## src/common/isv_pkg.sv

```systemverilog
package isv_pkg;
  localparam int unsigned NUM_VECTORS = 32;
  localparam logic [15:0] VEC_TABLE_BASE = 16'hFFC0;
  localparam logic [15:0] VEC_TABLE_TOP = 16'hFFFE;
  localparam logic [7:0] STACK_RESET = 8'hFF;
  localparam logic [15:0] STACK_PAGE = 16'h0000;
  localparam logic [7:0] COND_CODE_RESET = 8'h08;
  localparam int unsigned MASK_BIT = 3;
  localparam int unsigned PIPE_FILL_BYTES = 3;
  localparam int unsigned FRAME_BYTES = 5;
  localparam logic [4:0] VEC_RESET = 5'h00;
  localparam logic [4:0] VEC_SOFT_INT = 5'h01;

  typedef enum logic [6:0] {
    ISV_RUN = 7'b000_0001,
    ISV_PUSH = 7'b000_0010,
    ISV_VEC_HI = 7'b000_0100,
    ISV_VEC_LO = 7'b000_1000,
    ISV_POP = 7'b001_0000,
    ISV_FILL = 7'b010_0000,
    ISV_RST_VEC = 7'b100_0000
  } isv_state_t;
endpackage : isv_pkg

```

## src/logic/isv_src_flags.sv

```systemverilog
`timescale 1ns/1ps
// per-source sticky flags; events are already synchronous to sys_clk
module isv_src_flags #(
  parameter int unsigned N = 32
) (
  // clock and reset
  input wire logic sys_clk,
  input wire logic rst_n,
  // sources
  input wire logic [N-1:0] evt,
  input wire logic [N-1:0] clr,
  input wire logic [N-1:0] enable,
  // status
  output logic [N-1:0] flag_q,
  output logic [N-1:0] request
);
  logic [N-1:0] flag_d;

  // set wins over a simultaneous clear so no event is lost
  always_comb begin
    flag_d = (flag_q & ~clr) | evt;
  end

  always_ff @(posedge sys_clk) begin
    if (!rst_n) begin
      flag_q <= '0;
    end else begin
      flag_q <= flag_d;
    end
  end

  assign request = flag_q & enable;
endmodule : isv_src_flags

```

## src/logic/isv_core.sv

```systemverilog
`timescale 1ns/1ps
// Contract
// - stack pointer names next free byte
// - push pc low, pc high, x, a, flags
// - after stacking pointer sits below saved flags
// - stacked pc is next instruction address
// - index high byte never saved or restored
// - return pops flags first, pc low last
// - return refills three bytes from popped pc
// - every event sets its flag regardless
// - flag requests only when local enable set
// - accept only mask clear, after instruction
// - set mask, then fetch highest pending vector
// - vector high byte low address, low next
// - lower vector number means higher priority
// - 32 slots from ffc0 up to fffe
// - vector zero serves all reset sources
// - multiple pending: highest priority first
// - any reset sets the global mask
module isv_core #(
  parameter int unsigned N = isv_pkg::NUM_VECTORS
) (
  // clock and reset
  input wire logic sys_clk,
  input wire logic rst_n,
  // peripheral sources, one bit per vector number
  input wire logic [N-1:0] src_evt,
  input wire logic [N-1:0] src_clr,
  input wire logic [N-1:0] src_enable,
  // reset causes that re-enter through vector 0
  input wire logic rst_cause,
  // cpu sequencer
  input wire logic insn_boundary,
  input wire logic software_interrupt,
  input wire logic return_from_interrupt,
  input wire logic [15:0] next_pc,
  input wire logic [7:0] acc_in,
  input wire logic [7:0] idx_low_in,
  input wire logic [7:0] condition_code_in,
  input wire logic condition_code_load,
  input wire logic [7:0] stack_pointer_in,
  input wire logic stack_pointer_load,
  // memory port
  output logic mem_req,
  output logic mem_we,
  output logic [15:0] mem_addr_q,
  output logic [7:0] mem_wdata_q,
  input wire logic mem_ack,
  input wire logic [7:0] mem_rdata,
  // restored state to the sequencer
  output logic busy,
  output logic resume,
  output logic [15:0] prog_counter_q,
  output logic [7:0] acc_q,
  output logic [7:0] idx_low_q,
  output logic [7:0] condition_code_reg_q,
  output logic [7:0] stack_pointer_q,
  output logic [7:0] fill_byte_q,
  output logic fill_valid_q,
  output logic [N-1:0] src_flag
);
  isv_pkg::isv_state_t state_q;
  logic [N-1:0] request;
  logic [2:0] cnt_q;
  logic [4:0] vec_q;
  logic [7:0] frame_q [isv_pkg::FRAME_BYTES];
  logic mask;
  logic any_req;
  logic [4:0] win_vec;
  logic step;
  logic soft_pending_q;

  isv_src_flags #(.N(N)) u_flags (
    .sys_clk(sys_clk),
    .rst_n(rst_n),
    .evt(src_evt),
    .clr(src_clr),
    .enable(src_enable),
    .flag_q(src_flag),
    .request(request)
  );

  // lowest set index wins
  function automatic logic [4:0] pick(input logic [N-1:0] r);
    logic [4:0] v;
    v = 5'h1f;
    for (int i = N - 1; i >= 0; i--) begin
      if (r[i]) begin
        v = 5'(i);
      end
    end
    return v;
  endfunction : pick

  // slot address: vector 0 at the top, 31 at the bottom
  function automatic logic [15:0] vec_addr(input logic [4:0] v);
    return isv_pkg::VEC_TABLE_TOP - {10'h000, v, 1'b0};
  endfunction : vec_addr

  assign mask = condition_code_reg_q[isv_pkg::MASK_BIT];
  assign any_req = |request;
  assign win_vec = pick(request);
  assign step = mem_req & mem_ack;
  assign busy = (state_q != isv_pkg::ISV_RUN);
  assign mem_req = busy;
  assign mem_we = (state_q == isv_pkg::ISV_PUSH);
  assign resume = (state_q == isv_pkg::ISV_VEC_LO || state_q ==
    isv_pkg::ISV_FILL) && step && (state_q == isv_pkg::ISV_VEC_LO ||
    cnt_q == 3'(isv_pkg::PIPE_FILL_BYTES - 1));

  // state sequencing
  always_ff @(posedge sys_clk) begin
    if (!rst_n) begin
      state_q <= isv_pkg::ISV_RST_VEC;
      cnt_q <= '0;
      vec_q <= isv_pkg::VEC_RESET;
    end else begin
      case (state_q)
        isv_pkg::ISV_RUN: begin
          cnt_q <= '0;
          if (rst_cause) begin
            state_q <= isv_pkg::ISV_RST_VEC;
            vec_q <= isv_pkg::VEC_RESET;
          end else if (return_from_interrupt) begin
            state_q <= isv_pkg::ISV_POP;
          end else if (software_interrupt ||
                       (insn_boundary && any_req && !mask)) begin
            state_q <= isv_pkg::ISV_PUSH;
          end
        end
        isv_pkg::ISV_PUSH: begin
          if (step) begin
            cnt_q <= cnt_q + 3'd1;
            if (cnt_q == 3'(isv_pkg::FRAME_BYTES - 1)) begin
              state_q <= isv_pkg::ISV_VEC_HI;
              // pending set sampled after stacking
              vec_q <= soft_pending_q ? isv_pkg::VEC_SOFT_INT :
                win_vec;
            end
          end
        end
        isv_pkg::ISV_RST_VEC, isv_pkg::ISV_VEC_HI: begin
          cnt_q <= '0;
          if (step) begin
            state_q <= isv_pkg::ISV_VEC_LO;
          end
        end
        isv_pkg::ISV_VEC_LO: begin
          if (step) begin
            state_q <= isv_pkg::ISV_RUN;
          end
        end
        isv_pkg::ISV_POP: begin
          if (step) begin
            cnt_q <= cnt_q + 3'd1;
            if (cnt_q == 3'(isv_pkg::FRAME_BYTES - 1)) begin
              state_q <= isv_pkg::ISV_FILL;
              cnt_q <= '0;
            end
          end
        end
        isv_pkg::ISV_FILL: begin
          if (step) begin
            cnt_q <= cnt_q + 3'd1;
            if (cnt_q == 3'(isv_pkg::PIPE_FILL_BYTES - 1)) begin
              state_q <= isv_pkg::ISV_RUN;
            end
          end
        end
        default: begin
          state_q <= isv_pkg::ISV_RUN;
        end
      endcase
    end
  end

  // entry caused by the software instruction rather than a source
  always_ff @(posedge sys_clk) begin
    if (!rst_n) begin
      soft_pending_q <= 1'b0;
    end else if (state_q == isv_pkg::ISV_RUN) begin
      soft_pending_q <= software_interrupt;
    end
  end

  // frame capture: low pc, high pc, x, a, flags; index high is left alone
  always_ff @(posedge sys_clk) begin
    if (!rst_n) begin
      for (int i = 0; i < isv_pkg::FRAME_BYTES; i++) begin
        frame_q[i] <= 8'h00;
      end
    end else if (state_q == isv_pkg::ISV_RUN) begin
      frame_q[0] <= next_pc[7:0];
      frame_q[1] <= next_pc[15:8];
      frame_q[2] <= idx_low_in;
      frame_q[3] <= acc_in;
      frame_q[4] <= condition_code_reg_q;
    end
  end

  // stack pointer: loaded in run, down on each push, up on each pop
  always_ff @(posedge sys_clk) begin
    if (!rst_n) begin
      stack_pointer_q <= isv_pkg::STACK_RESET;
    end else if (state_q == isv_pkg::ISV_RUN && stack_pointer_load) begin
      stack_pointer_q <= stack_pointer_in;
    end else if (state_q == isv_pkg::ISV_PUSH && step) begin
      stack_pointer_q <= stack_pointer_q - 8'h01;
    end else if (state_q == isv_pkg::ISV_POP && step) begin
      stack_pointer_q <= stack_pointer_q + 8'h01;
    end
  end

  // address presented for the current step
  always_comb begin
    mem_addr_q = isv_pkg::STACK_PAGE;
    mem_wdata_q = frame_q[cnt_q < 3'd5 ? cnt_q : 3'd0];
    case (state_q)
      isv_pkg::ISV_PUSH: mem_addr_q = {8'h00, stack_pointer_q};
      isv_pkg::ISV_POP: mem_addr_q = {8'h00, stack_pointer_q + 8'h01};
      isv_pkg::ISV_RST_VEC,
      isv_pkg::ISV_VEC_HI: mem_addr_q = vec_addr(vec_q);
      isv_pkg::ISV_VEC_LO: mem_addr_q = vec_addr(vec_q) + 16'h0001;
      isv_pkg::ISV_FILL: mem_addr_q = prog_counter_q + {13'h0000, cnt_q};
      default: mem_addr_q = isv_pkg::STACK_PAGE;
    endcase
  end

  // condition codes: mask set by reset and by entry, restored by return
  always_ff @(posedge sys_clk) begin
    if (!rst_n) begin
      condition_code_reg_q <= isv_pkg::COND_CODE_RESET;
    end else if (state_q == isv_pkg::ISV_RUN && condition_code_load) begin
      condition_code_reg_q <= condition_code_in;
    end else if ((state_q == isv_pkg::ISV_PUSH && step &&
                  cnt_q == 3'(isv_pkg::FRAME_BYTES - 1)) ||
                 state_q == isv_pkg::ISV_RST_VEC) begin
      condition_code_reg_q[isv_pkg::MASK_BIT] <= 1'b1;
    end else if (state_q == isv_pkg::ISV_POP && step && cnt_q == 3'd0) begin
      condition_code_reg_q <= mem_rdata;
    end
  end

  // restored registers and vector fetch
  always_ff @(posedge sys_clk) begin
    if (!rst_n) begin
      prog_counter_q <= 16'h0000;
      acc_q <= 8'h00;
      idx_low_q <= 8'h00;
      fill_byte_q <= 8'h00;
      fill_valid_q <= 1'b0;
    end else begin
      fill_valid_q <= (state_q == isv_pkg::ISV_FILL) && step;
      if (step) begin
        fill_byte_q <= mem_rdata;
      end
      if (state_q == isv_pkg::ISV_POP && step) begin
        case (cnt_q)
          3'd1: acc_q <= mem_rdata;
          3'd2: idx_low_q <= mem_rdata;
          3'd3: prog_counter_q[15:8] <= mem_rdata;
          3'd4: prog_counter_q[7:0] <= mem_rdata;
          default: acc_q <= acc_q;
        endcase
      end else if (step && (state_q == isv_pkg::ISV_VEC_HI ||
                            state_q == isv_pkg::ISV_RST_VEC)) begin
        prog_counter_q[15:8] <= mem_rdata;
      end else if (step && state_q == isv_pkg::ISV_VEC_LO) begin
        prog_counter_q[7:0] <= mem_rdata;
      end
    end
  end
endmodule : isv_core

```

## config.mk

```make
export PLATFORM = sky130hd
export DESIGN_NAME = isv_core
export DESIGN_NICKNAME = d
export VERILOG_FILES = /design/src/common/isv_pkg.sv /design/src/logic/isv_src_flags.sv /design/src/logic/isv_core.sv
export SDC_FILE = /design/constraint.sdc
export NUM_CORES = 1
export LEC_CHECK = 0
export ABC_AREA = 1
export BUFFER_PORTS_ARGS = -buffer_cell sky130_fd_sc_hd__buf_2
export CAP_MARGIN = 20
export CORE_UTILIZATION = 42
export CTS_BUF_LIST = sky130_fd_sc_hd__clkbuf_2
export CTS_CLUSTER_SIZE = 20
export DETAILED_ROUTE_END_ITERATION = 8
export GPL_ROUTABILITY_DRIVEN = 0
export PLACE_DENSITY = 0.73
export SLEW_MARGIN = 10
export SYNTH_ARGS = -nofsm -noshare
export SYNTH_HDL_FRONTEND = slang
export SYNTH_SLANG_ARGS = --single-unit
export TNS_END_PERCENT = 30
```

## constraint.sdc

```tcl
create_clock -name sys_clk -period 2.43 [get_ports sys_clk]
set_input_delay 0.1215 -clock sys_clk [delete_from_list [all_inputs] [get_ports sys_clk]]
set_output_delay 0.1215 -clock sys_clk [all_outputs]
set_load 0.01 [all_outputs]
```

==> results of run 1 <==
-- routing by layer --
layer | GRT usage | vias up | routed length, um
met4 | 0.140 | 0 | 910
li1 | - | 4032 | -
met2 | 0.493 | 362 | 12600
met1 | 0.325 | 3818 | 10100
met5 | 0 | - | 0
met3 | 0.0533 | 79 | 1550
-- state kept, by name (all words and copies together), names as in the netlist --
name                  flops
soft_pending_q            1
stack_pointer_q           8
condition_code_reg_q      8
state_q                   7
fill_valid_q              1
prog_counter_q           16
frame_q                  40
vec_q                     5
u_flags.flag_q           32
acc_q                     8
fill_byte_q               8
cnt_q                     3
idx_low_q                 8
-- metrics by stage --
step                      area, um2  hold WS (ns)  setup WS (ns)  cells
after CTS                     10800        0.0255         -0.812   1628
after detailed placement       8980         0.331        -0.0748   1442
after global placement         8980         0.327       -0.00352   1442
after floorplan                7250         0.239         0.0405    953
final                         11000        0.0848         -0.798   1635
after global routing          11000        0.0774          -1.12   1635
-- synthesized netlist by cell type (12+ instances only) --
master	instances
sky130_fd_sc_hd__a211oi_1	13
sky130_fd_sc_hd__a21oi_1	90
sky130_fd_sc_hd__a31oi_1	15
sky130_fd_sc_hd__clkbuf_1	22
sky130_fd_sc_hd__dfxtp_1	105
sky130_fd_sc_hd__edfxtp_1	40
sky130_fd_sc_hd__inv_1	139
sky130_fd_sc_hd__inv_2	17
sky130_fd_sc_hd__nand2_1	140
sky130_fd_sc_hd__nand3_1	29
sky130_fd_sc_hd__nor2_1	141
sky130_fd_sc_hd__nor3_1	12
sky130_fd_sc_hd__o21ai_0	74
sky130_fd_sc_hd__o21bai_1	15
-- kinds of logic after synthesis --
logic type / after synthesis / share of synthesized area
adder cells (fa/ha/maj): 11 / 0.0200
AO/OA/AOI/OAI: 243 / 0.199
flip-flops: 145 / 0.456
XOR/XNOR: 9 / 0.0109
AND/OR/NAND/NOR: 354 / 0.212
buffers and inverters: 191 / 0.102
-- layout by cell type (no fill, tap or decap), types with 12 or more instances in the layout --
cell,count
sky130_fd_sc_hd__edfxtp_1,40
sky130_fd_sc_hd__buf_2,277
sky130_fd_sc_hd__inv_2,18
sky130_fd_sc_hd__inv_1,137
sky130_fd_sc_hd__clkbuf_2,18
sky130_fd_sc_hd__dfxtp_1,87
sky130_fd_sc_hd__dfxtp_2,18
sky130_fd_sc_hd__nand3_1,25
sky130_fd_sc_hd__nor2_1,134
sky130_fd_sc_hd__a31oi_1,15
sky130_fd_sc_hd__dlygate4sd3_1,149
sky130_fd_sc_hd__o21bai_1,15
sky130_fd_sc_hd__buf_4,31
sky130_fd_sc_hd__nor2_2,12
sky130_fd_sc_hd__o21ai_0,71
sky130_fd_sc_hd__nand2_1,134
sky130_fd_sc_hd__a21oi_1,89
sky130_fd_sc_hd__a211oi_1,12
-- cell type report --
type                            count  share of cell area
Tap cell                          220              0.0250
Sequential cell                   145               0.303
Timing Repair Buffer              463               0.291
Inverter                          157              0.0538
Antenna cell                        1            0.000228
Multi-Input combinational cell    617               0.305
Clock buffer                       18             0.00819
Clock inverter                     14              0.0141
-- worst register-to-register path: cells and delay by family, from the launching register on --
family	cells	cell delay, ns
AO/OA/AOI/OAI	3	0.46
AND/OR/NAND/NOR	12	0.83
flip-flops	1	0.38
buffers and inverters	1	0.58
-- worst max path at each step --
stage | endpoint | cells after the start | slack [ns] | from
6_report | mem_addr_q[15] | 18 | -0.80 | prog_counter_q[0]
5_1_grt | mem_addr_q[14] | 21 | -1.12 | prog_counter_q[0]
4_1_cts | mem_addr_q[14] | 21 | -0.81 | prog_counter_q[0]
3_5_place_dp | mem_addr_q[15] | 16 | -0.07 | prog_counter_q[2]
3_3_place_gp | mem_addr_q[14] | 21 | -0.004 | prog_counter_q[0]
2_1_floorplan | mem_addr_q[13] | 13 | 0.04 | prog_counter_q[2]
-- where the power goes --
| part | internal, mW | switching, mW | total, mW |
|---|---|---|---|
| clock network | 0.495 | 0.971 | 1.47 |
| registers | 2.90 | 0.298 | 3.20 |
| logic | 1.45 | 2.14 | 3.59 |
-- repair_timing --
item / in CTS / in global routing
hold buffers: 150 / 2
buffers inserted: 4 / 6
setup endpoints to repair: 25 / 37
pin swaps: 1 / 4
endpoints found under the hold margin: 134 / 6
gates resized for setup: 27 / 30
==> results.md, run 1 <==
* Status: complete, but fails checks
* Violated checks: negative setup slack
* Required time worst endpoint at 2.31 ns
* Maximum resistive drop on vdd at 0.000454 V
* Clock-pin slew of the registers on the worst-case setup and hold paths at 0.21 ns
* Fillcell total at 1386
* Clock net sink count at 145
* Core Rows at 47
* Sum of buffers and inverters on the critical path at 6
* Critical-path cell with the highest stage delay: sky130_fd_sc_hd__dfxtp_2
* Async S/R FF share, synth at 0
* Synthesis warning total at 0
* Hold violation count in the final report at 0
* Clk root buf: sky130_fd_sc_hd__clkbuf_2
* Iteration-0 DRC Markers at 395
* Period utilization at 1.33
* Min-delay src: src_enable[30]
* Type of element capturing the critical path: primary output
* Hold path endpoint: state_q[0]
* Flop2flop setup slack at 0.13 ns
* Number of input and output port buffers inserted at 277
* Min-delay worst type: in2reg
* Number of DRC violations after detailed routing at 0
* Vias in the first global route at 8227
* Number of levels in the clock H-tree at 4
* Standard cell core area at 0.0167 mm2
* Maximum fanout encountered on the critical timing path at 3
* Achievable clock frequency at 310 MHz
* Slew Viols, Final at 0
* Setup WS post-layout at -0.798 ns
* Total power after layout at 8.26 mW
* Launching point of the worst reg2reg path: u_flags.flag_q[28]
* Flip-flop cell with the highest count after synthesis: sky130_fd_sc_hd__dfxtp_1
* Number of different library cells in the post-synthesis netlist at 48
* Wire length reported by the detailed router at 25100 um
* Net count reported at finish at 1573
* Grt total ovfl at 0
* Setup repair after global routing missed its margin: true
* P_leak at 5.31 nW
* Worst flop-to-flop path endpoint: vec_q[1]
* Antenna violations before repair at 1
* Share of layout cells above drive strength 1 at 0.310
* Number of cells on the worst hold path at 8
* Total negative slack for setup checks at -9.41 ns
* Synth-to-layout area growth at 51.6%
* Power Density at 751 mW/mm2
* Crit Path Category: reg2out
* Data arrival at the endpoint of the critical path at 3.11 ns
* Total routing resource utilization after global routing at 0.280
* Total number of vias at 8291
* Relative slew slack at 0.545
* Pin slew with the least headroom to its limit at 0.681 ns
* Height of the chip at 133 um
* Routed wirelength normalized by instance count at 15.4 um
* Largest net degree at the start of global routing at 58
* Seq cells post-synth at 145
* Buffer depth of the longest clock path at 2
* Post-synth top area share at 0.290
* Cell-by-cell trace of the critical path: ha_4 -> buf_4 -> buf_4 -> nand3_1 -> and2_1 -> or2_1 -> nor2_2 -> inv_2 -> nor2_2 -> nand3_1 -> nor3_2 -> inv_2 -> nor2_4 -> inv_2 -> nor2_2 -> o21ai_0 -> o21ai_1 -> buf_2
* Wire length of the first global-routing pass at 39300 um
* Final setup vio count at 22
* Cell area after technology mapping at 0.00725 mm2
* Worst clock skew at 0.0409 ns
* Register-to-Register Path Depth at 16
* Final standard cell utilization of the core at 0.658
* Cell type group with the largest total delay on the critical path: simple AND/OR/NAND/NOR gates
* Slowest stage delay, CP at 0.40 ns
* Sequential cell area fraction in the yosys report at 0.456
* Final ANT Viol Nets at 0
* Area of combinational cells with multiple inputs at 0.00335 mm2
* Effective utilization at floorplan at 0.434
* Minimum clock period after layout at 3.23 ns
* Footprint of the flip-flops and latches at 0.00333 mm2
* DIE AREA at 0.0178 mm2
* DP HPWL at 16400 um
* Post-Syn Nets at 1125
* Via-to-Cell Ratio at 5.07
* Clock latency on the worst-skew pair at 0.74 ns
* Number of maximum-capacitance violations at 0
* Post-synth EDFFs at 40
* Die Wd at 133 um
* CTS tree: built
* Largest cells by area after synthesis: sky130_fd_sc_hd__dfxtp_1 29%, sky130_fd_sc_hd__edfxtp_1 17%, sky130_fd_sc_hd__nor2_1 7.3%
* Kind of start point of the critical path: register
* Dominant cell type by area after synthesis: sky130_fd_sc_hd__dfxtp_1
* Post-Syn Instances at 953
* Pre-Repair DR Iteration Count at 5
* Io pins at 278
* Mapped Avg Cell Area at 7.61 um2
* Total CTS buffers at 17
(Power assumes the default switching activity.)
==> run 2: changes to the inputs <==
--- a/config.mk
+++ b/config.mk
@@ -14,6 +14,7 @@
 export DETAILED_ROUTE_END_ITERATION = 8
 export GPL_ROUTABILITY_DRIVEN = 0
 export PLACE_DENSITY = 0.73
+export SETUP_SLACK_MARGIN = 0.2
 export SLEW_MARGIN = 10
 export SYNTH_ARGS = -nofsm -noshare
 export SYNTH_HDL_FRONTEND = slang
==> results.md, run 2 (synthesized netlist as in run 1, its figures left out) <==
* Clock latency on the worst-skew pair at 0.74 ns (about the same)
* Setup WS pre-CTS at -0.0537 ns (+0.0211 ns)
* Setup WS post-layout at -0.850 ns (-0.0522 ns)
* Total routing resource utilization after global routing at 0.291 (+0.0108)
* Io pins at 278 (unchanged)
* Maximum resistive drop on vdd at 0.000417 V (-8.0%)
* Data arrival at the endpoint of the critical path at 3.16 ns (+0.05 ns)
* Power spent charging and discharging nets at 3.46 mW (+1.6%)
* Most used cells in the layout excluding fill and tap cells: 277 x sky130_fd_sc_hd__buf_2, 143 x sky130_fd_sc_hd__dlygate4sd3_1, 135 x sky130_fd_sc_hd__nand2_1
* DP HPWL at 17000 um (+4.0%)
* Worst clock skew at 0.0349 ns (-0.00593 ns)
* Buffer depth of the longest clock path at 2 (unchanged)
* Number of maximum-capacitance violations at 0 (unchanged)
* DIE AREA at 0.0178 mm2 (unchanged)
* Die Wd at 133 um (unchanged)
* Most frequent standard cell in the layout excluding fill and tap cells: sky130_fd_sc_hd__buf_2
* Net count reported at finish at 1590 (+1.1%)
* Top register by number of flip-flops: frame_q
* Number of input and output port buffers inserted at 277 (unchanged)
* Slew Viols, Final at 0 (unchanged)
* Hold violation count in the final report at 0 (unchanged)
* Largest net degree at the start of global routing at 42 (-28%)
* Maximum fanout encountered on the critical timing path at 2 (-1)
* Post-DP Area at 0.00901 mm2 (+0.38%)
* Final cell count without fillers at 1653 (+1.1%)
* P_leak at 5.43 nW (+2.4%)
* Total negative slack for setup checks at -9.99 ns (-0.579 ns)
* Layout Cell Area excl Fill at 0.0113 mm2 (+2.3%)
* Vias in the first global route at 8245 (+0.22%)
* Minimum clock period after layout at 3.28 ns (+0.0522 ns)
* Fin Hold WS at 0.0438 ns (-0.0410 ns)
* Clock Power Share at 0.176 (-0.002)
* Relative slew slack at 0.546 (+0.00143)
* Final ANT Viol Nets at 0 (unchanged)
* Achievable clock frequency at 305 MHz (-1.6%)
* Top flop regs: frame_q: 40 flops, u_flags.flag_q: 32 flops, prog_counter_q: 16 flops
* Design internal power at 5.10 mW (+5.2%)
* CTS tree: built
* Total CTS buffers at 17 (unchanged)
* Clock net sink count at 145 (unchanged)
* Inst Count DP at 1440 (-0.14%)
* Synth-to-layout area growth at 55.2%
* Setup repair after global routing missed its margin: true
* Type of element capturing the critical path: primary output
* Period utilization at 1.35 (+0.0215)
* Number of levels in the clock H-tree at 4 (unchanged)
* Routed wirelength normalized by instance count at 16.0 um (+4.0%)
* Required time worst endpoint at 2.31 ns (about the same)
* Pre-Repair DR Iteration Count at 5 (unchanged)
* Share of total power in combinational logic at 0.451 (+0.016)
* Crit Path Category: reg2out
* Height of the chip at 133 um (unchanged)
* Final standard cell utilization of the core at 0.674 (+0.0154)
* Wire length of the first global-routing pass at 40400 um (+2.8%)
* Wire length reported by the detailed router at 26400 um (+5.1%)
* Net Sw Frac at 0.404 (-0.00853)
* Total number of vias at 8430 (+1.7%)
* Antenna violations before repair at 2 (+1)
* Sequential fraction of design power at 0.373 (-0.014)
* Share of layout cells above drive strength 1 at 0.342 (+0.0320)
* Total power after layout at 8.56 mW (+3.7%)
* Clk root buf: sky130_fd_sc_hd__clkbuf_2
* Effective utilization at floorplan at 0.434 (unchanged)
* Standard cell core area at 0.0167 mm2 (unchanged)
* Min-delay worst type: in2reg
* Clock-pin slew of the registers on the worst-case setup and hold paths at 0.22 ns (about the same)
* Number of DRC violations after detailed routing at 0 (unchanged)
* Via-to-Cell Ratio at 5.10 (+0.57%)
* Violated checks: negative setup slack
* Largest register FFs at 40 (unchanged)
* Pin slew with the least headroom to its limit at 0.679 ns (-0.00193 ns)
* Power Density at 761 mW/mm2 (+1.3%)
* Grt total ovfl at 0 (unchanged)
* Final setup vio count at 24 (+9.1%)
* Iteration-0 DRC Markers at 413 (+4.6%)
* Core Rows at 47 (unchanged)
* Status: complete, but fails checks
* Kind of start point of the critical path: register
==> run 2: final timing paths <==
kind                                          from                end  slack [ns]  cells after the start
worst max-delay path             prog_counter_q[0]      mem_addr_q[4]       -0.85                     18
worst min-delay path                src_enable[31]         state_q[0]        0.04                      6
worst max register to register  u_flags.flag_q[30]           vec_q[0]        0.09                     35
worst min register to register   prog_counter_q[2]  prog_counter_q[2]        0.50                      2
==> run 2: layout make-up <==
cell class	instances	area [um2]
tap	220	275
inverter	157	609
multi-input combinational	617	3420
clock inverter	13	160
sequential	145	3340
clock buffer	19	95.1
fill	1307	5450
timing repair buffer	480	3340
antenna	2	5.00
==> run 2: power groups by stage <==
stage          sequential, mW  combinational (mW)  clock, mW
2_1_floorplan            3.25                1.96          0
3_3_place_gp             3.20                3.19          0
3_5_place_dp             3.21                3.24          0
4_1_cts                  3.17                3.52       1.51
5_1_grt                  3.23                4.23       1.63
6_report                 3.19                3.87       1.50
==> run 2: layer usage <==
metal	vias up	GRT usage	wire length, um
met4	0	0.142	1190
met2	393	0.523	13400
li1	4069	-	-
met5	-	0	0
met3	78	0.0635	1860
met1	3890	0.324	10000
==> run 2: timing repair <==
item,CTS,global route
pin swaps,4,17
hold buffers,145,1
resized for setup,34,66
buffers inserted,14,20
gates cloned,0,1
setup endpoints to repair,31,61
hold endpoints to repair,133,1
==> run 2: worst max-delay path: stages (launching register included) <==
cell	delay, ns
sky130_fd_sc_hd__dfxtp_4	0.41
sky130_fd_sc_hd__ha_4	0.13
sky130_fd_sc_hd__fa_2	0.20
sky130_fd_sc_hd__nand2_2	0.07
sky130_fd_sc_hd__a21oi_2	0.12
sky130_fd_sc_hd__inv_1	0.06
sky130_fd_sc_hd__nor2_1	0.08
sky130_fd_sc_hd__inv_1	0.06
sky130_fd_sc_hd__buf_4	0.13
sky130_fd_sc_hd__buf_4	0.12
sky130_fd_sc_hd__buf_4	0.12
sky130_fd_sc_hd__buf_4	0.12
sky130_fd_sc_hd__buf_4	0.12
sky130_fd_sc_hd__buf_4	0.12
sky130_fd_sc_hd__buf_4	0.12
sky130_fd_sc_hd__nand3_1	0.10
sky130_fd_sc_hd__o211a_1	0.15
sky130_fd_sc_hd__o21ai_1	0.07
sky130_fd_sc_hd__buf_2	0.14
==> run 3: changes to the inputs <==
--- a/config.mk
+++ b/config.mk
@@ -8,15 +8,15 @@
 export ABC_AREA = 1
 export BUFFER_PORTS_ARGS = -buffer_cell sky130_fd_sc_hd__buf_2
 export CAP_MARGIN = 20
-export CORE_UTILIZATION = 42
+export CORE_UTILIZATION = 40
 export CTS_BUF_LIST = sky130_fd_sc_hd__clkbuf_2
 export CTS_CLUSTER_SIZE = 20
 export DETAILED_ROUTE_END_ITERATION = 8
 export GPL_ROUTABILITY_DRIVEN = 0
-export PLACE_DENSITY = 0.73
+export PLACE_DENSITY = 0.7
 export SETUP_SLACK_MARGIN = 0.2
 export SLEW_MARGIN = 10
 export SYNTH_ARGS = -nofsm -noshare
 export SYNTH_HDL_FRONTEND = slang
 export SYNTH_SLANG_ARGS = --single-unit
-export TNS_END_PERCENT = 30
+export TNS_END_PERCENT = 100
==> results.md, run 3 (synthesized netlist as in run 1, its figures left out) <==
* Status: complete, but fails checks
* Violated checks: negative setup slack
* Number of DRC violations after detailed routing at 0 (unchanged)
* Buffer depth of the longest clock path at 2 (unchanged)
* Top register by number of flip-flops: frame_q
* Synth-to-layout area growth at 69.2%
* Total number of vias at 8794 (+4.3%)
* Hold violation count in the final report at 0 (unchanged)
* Period utilization at 1.34 (-0.00593)
* Net count reported at finish at 1657 (+4.2%)
* Relative slew slack at 0.575 (+0.0291)
* Clock latency on the worst-skew pair at 0.75 ns (about the same)
* Slew Viols, Final at 0 (unchanged)
* Kind of start point of the critical path: register
* Minimum clock period after layout at 3.27 ns (-0.0144 ns)
* Iteration-0 DRC Markers at 495 (+20%)
* Area of combinational cells with multiple inputs at 0.00374 mm2 (+9.2%)
* DIE AREA at 0.0187 mm2 (+4.9%)
* Number of input and output port buffers inserted at 277 (unchanged)
* Setup repair after global routing missed its margin: true
* Total routing resource utilization after global routing at 0.288 (-0.00345)
* Largest register FFs at 40 (unchanged)
* Worst clock skew at 0.0353 ns (+0.000348 ns)
* Core Rows at 48 (+2.1%)
* Total power after layout at 9.15 mW (+6.9%)
* Setup WS pre-CTS at -0.0420 ns (+0.0117 ns)
* Required time worst endpoint at 2.31 ns (about the same)
* Grt total ovfl at 0 (unchanged)
* Min-delay worst type: in2reg
* Top flop regs: frame_q: 40 flops, u_flags.flag_q: 32 flops, prog_counter_q: 16 flops
* Routed wirelength normalized by instance count at 16.6 um (+3.9%)
* P_leak at 5.88 nW (+8.2%)
* Final ANT Viol Nets at 0 (unchanged)
* Maximum resistive drop on vdd at 0.000443 V (+6.2%)
* Data arrival at the endpoint of the critical path at 3.14 ns (-0.02 ns)
* Effective utilization at floorplan at 0.415 (-0.0193)
* Power Density at 746 mW/mm2 (-1.9%)
* Number of cells on the worst hold path at 7 (+1)
* Setup WS post-layout at -0.835 ns (+0.0144 ns)
* Type of element capturing the critical path: primary output
* Number of maximum-capacitance violations at 0 (unchanged)
* Pre-Repair DR Iteration Count at 5 (unchanged)
* Achievable clock frequency at 306 MHz (+0.44%)
* Number of levels in the clock H-tree at 4 (unchanged)
* DP HPWL at 17500 um (+3.1%)
* Footprint of the flip-flops and latches at 0.00334 mm2 (+0.11%)
* Fillcell total at 1320 (+0.99%)
* Clock-pin slew of the registers on the worst-case setup and hold paths at 0.21 ns (about the same)
* Maximum fanout encountered on the critical timing path at 3 (+1)
* Antenna violations before repair at 1 (-1)
* Wire length of the first global-routing pass at 40700 um (+0.65%)
* Die Wd at 137 um (+2.4%)
* Via-to-Cell Ratio at 5.09 (-0.21%)
* Most frequent standard cell in the layout excluding fill and tap cells: sky130_fd_sc_hd__buf_2
* Most used cells in the layout excluding fill and tap cells: 274 x sky130_fd_sc_hd__buf_2, 150 x sky130_fd_sc_hd__dlygate4sd3_1, 132 x sky130_fd_sc_hd__nand2_1
* Wire length reported by the detailed router at 28700 um (+8.6%)
* Vias in the first global route at 8217 (-0.34%)
* Share of layout cells above drive strength 1 at 0.399 (+0.0568)
* Pin slew with the least headroom to its limit at 0.635 ns (-0.0437 ns)
* CTS tree: built
* Final setup vio count at 34 (+42%)
* Standard cell core area at 0.0175 mm2 (+4.6%)
* Clock net sink count at 145 (unchanged)
* Register-to-Register Path Depth at 17 (-51%)
* Crit Path Category: reg2out
* Io pins at 278 (unchanged)
* Height of the chip at 137 um (+2.4%)
* Clk root buf: sky130_fd_sc_hd__clkbuf_2
* Total CTS buffers at 17 (unchanged)
* Largest net degree at the start of global routing at 42 (unchanged)
run 3: per-stage QoR:
stage	hold slack, ns	cells	setup TNS (ns)	area [um2]	utilization
after floorplan	0.239	953	0	7310	-
after detailed placement	0.331	1444	-0.0420	9010	0.516
after global placement	0.324	1444	-0.0211	9010	0.516
final	0.0862	1728	-10.37	12300	0.702
after global routing	0.0767	1728	-17.11	12300	0.702
after CTS	0.0145	1673	-13.49	11400	0.651
run 3: path summary, 6_finish.rpt:
check	endpoint	start	slack [ns]
max	mem_addr_q[14]	cnt_q[0]	-0.84
min	vec_q[3]	src_enable[9]	0.09
max reg2reg	stack_pointer_q[1]	state_q[3]	-0.08
min reg2reg	prog_counter_q[1]	prog_counter_q[1]	0.50
run 3: critical path: stages, from the launching register on:
cell and delay, ns:
sky130_fd_sc_hd__dfxtp_4 0.41, sky130_fd_sc_hd__ha_4 0.13, sky130_fd_sc_hd__fa_2 0.19, sky130_fd_sc_hd__nand2_2 0.06, sky130_fd_sc_hd__a21oi_2 0.11, sky130_fd_sc_hd__inv_1 0.06
sky130_fd_sc_hd__nor2_2 0.09, sky130_fd_sc_hd__inv_2 0.05, sky130_fd_sc_hd__nor2_2 0.06, sky130_fd_sc_hd__inv_1 0.05, sky130_fd_sc_hd__nor2_1 0.08, sky130_fd_sc_hd__inv_1 0.06
sky130_fd_sc_hd__nor2_2 0.13, sky130_fd_sc_hd__inv_1 0.07, sky130_fd_sc_hd__nor2_2 0.10, sky130_fd_sc_hd__inv_1 0.08, sky130_fd_sc_hd__nor3_2 0.13, sky130_fd_sc_hd__inv_1 0.10
sky130_fd_sc_hd__nor2_2 0.12, sky130_fd_sc_hd__a21oi_2 0.07, sky130_fd_sc_hd__o21ai_2 0.13, sky130_fd_sc_hd__buf_2 0.14
run 3: repair_timing:
item / CTS / global route
hold endpoints to repair: 137 / 2
hold buffers: 156 / 3
gates cloned: 1 / 4
endpoints found under the setup margin: 33 / 73
buffers inserted: 40 / 49
pin swaps: 11 / 46
resized for setup: 88 / 153
run 3: cell type report:
| class | instances | area share |
|---|---|---|
| inverter | 157 | 0.0508 |
| sequential | 145 | 0.273 |
| multi-input combinational | 618 | 0.305 |
| timing repair buffer | 544 | 0.327 |
| antenna | 5 | 0.00102 |
| tap | 225 | 0.0230 |
| clock inverter | 15 | 0.0120 |
| clock buffer | 17 | 0.00694 |
| timing repair inverter | 2 | 0.00133 |
run 3: per-layer routing:
layer	track usage	vias up	part of all wire
li1	-	4207	-
met1	0.326	4087	0.39
met2	0.495	421	0.49
met3	0.0644	79	0.072
met4	0.167	0	0.050
met5	0	-	0
run 3: power by group:
group          switching, mW  internal (mW)  leakage [nW]
Clock                   1.01          0.401         0.135
Sequential             0.313           2.91          1.29
Combinational           2.50           2.02          4.46
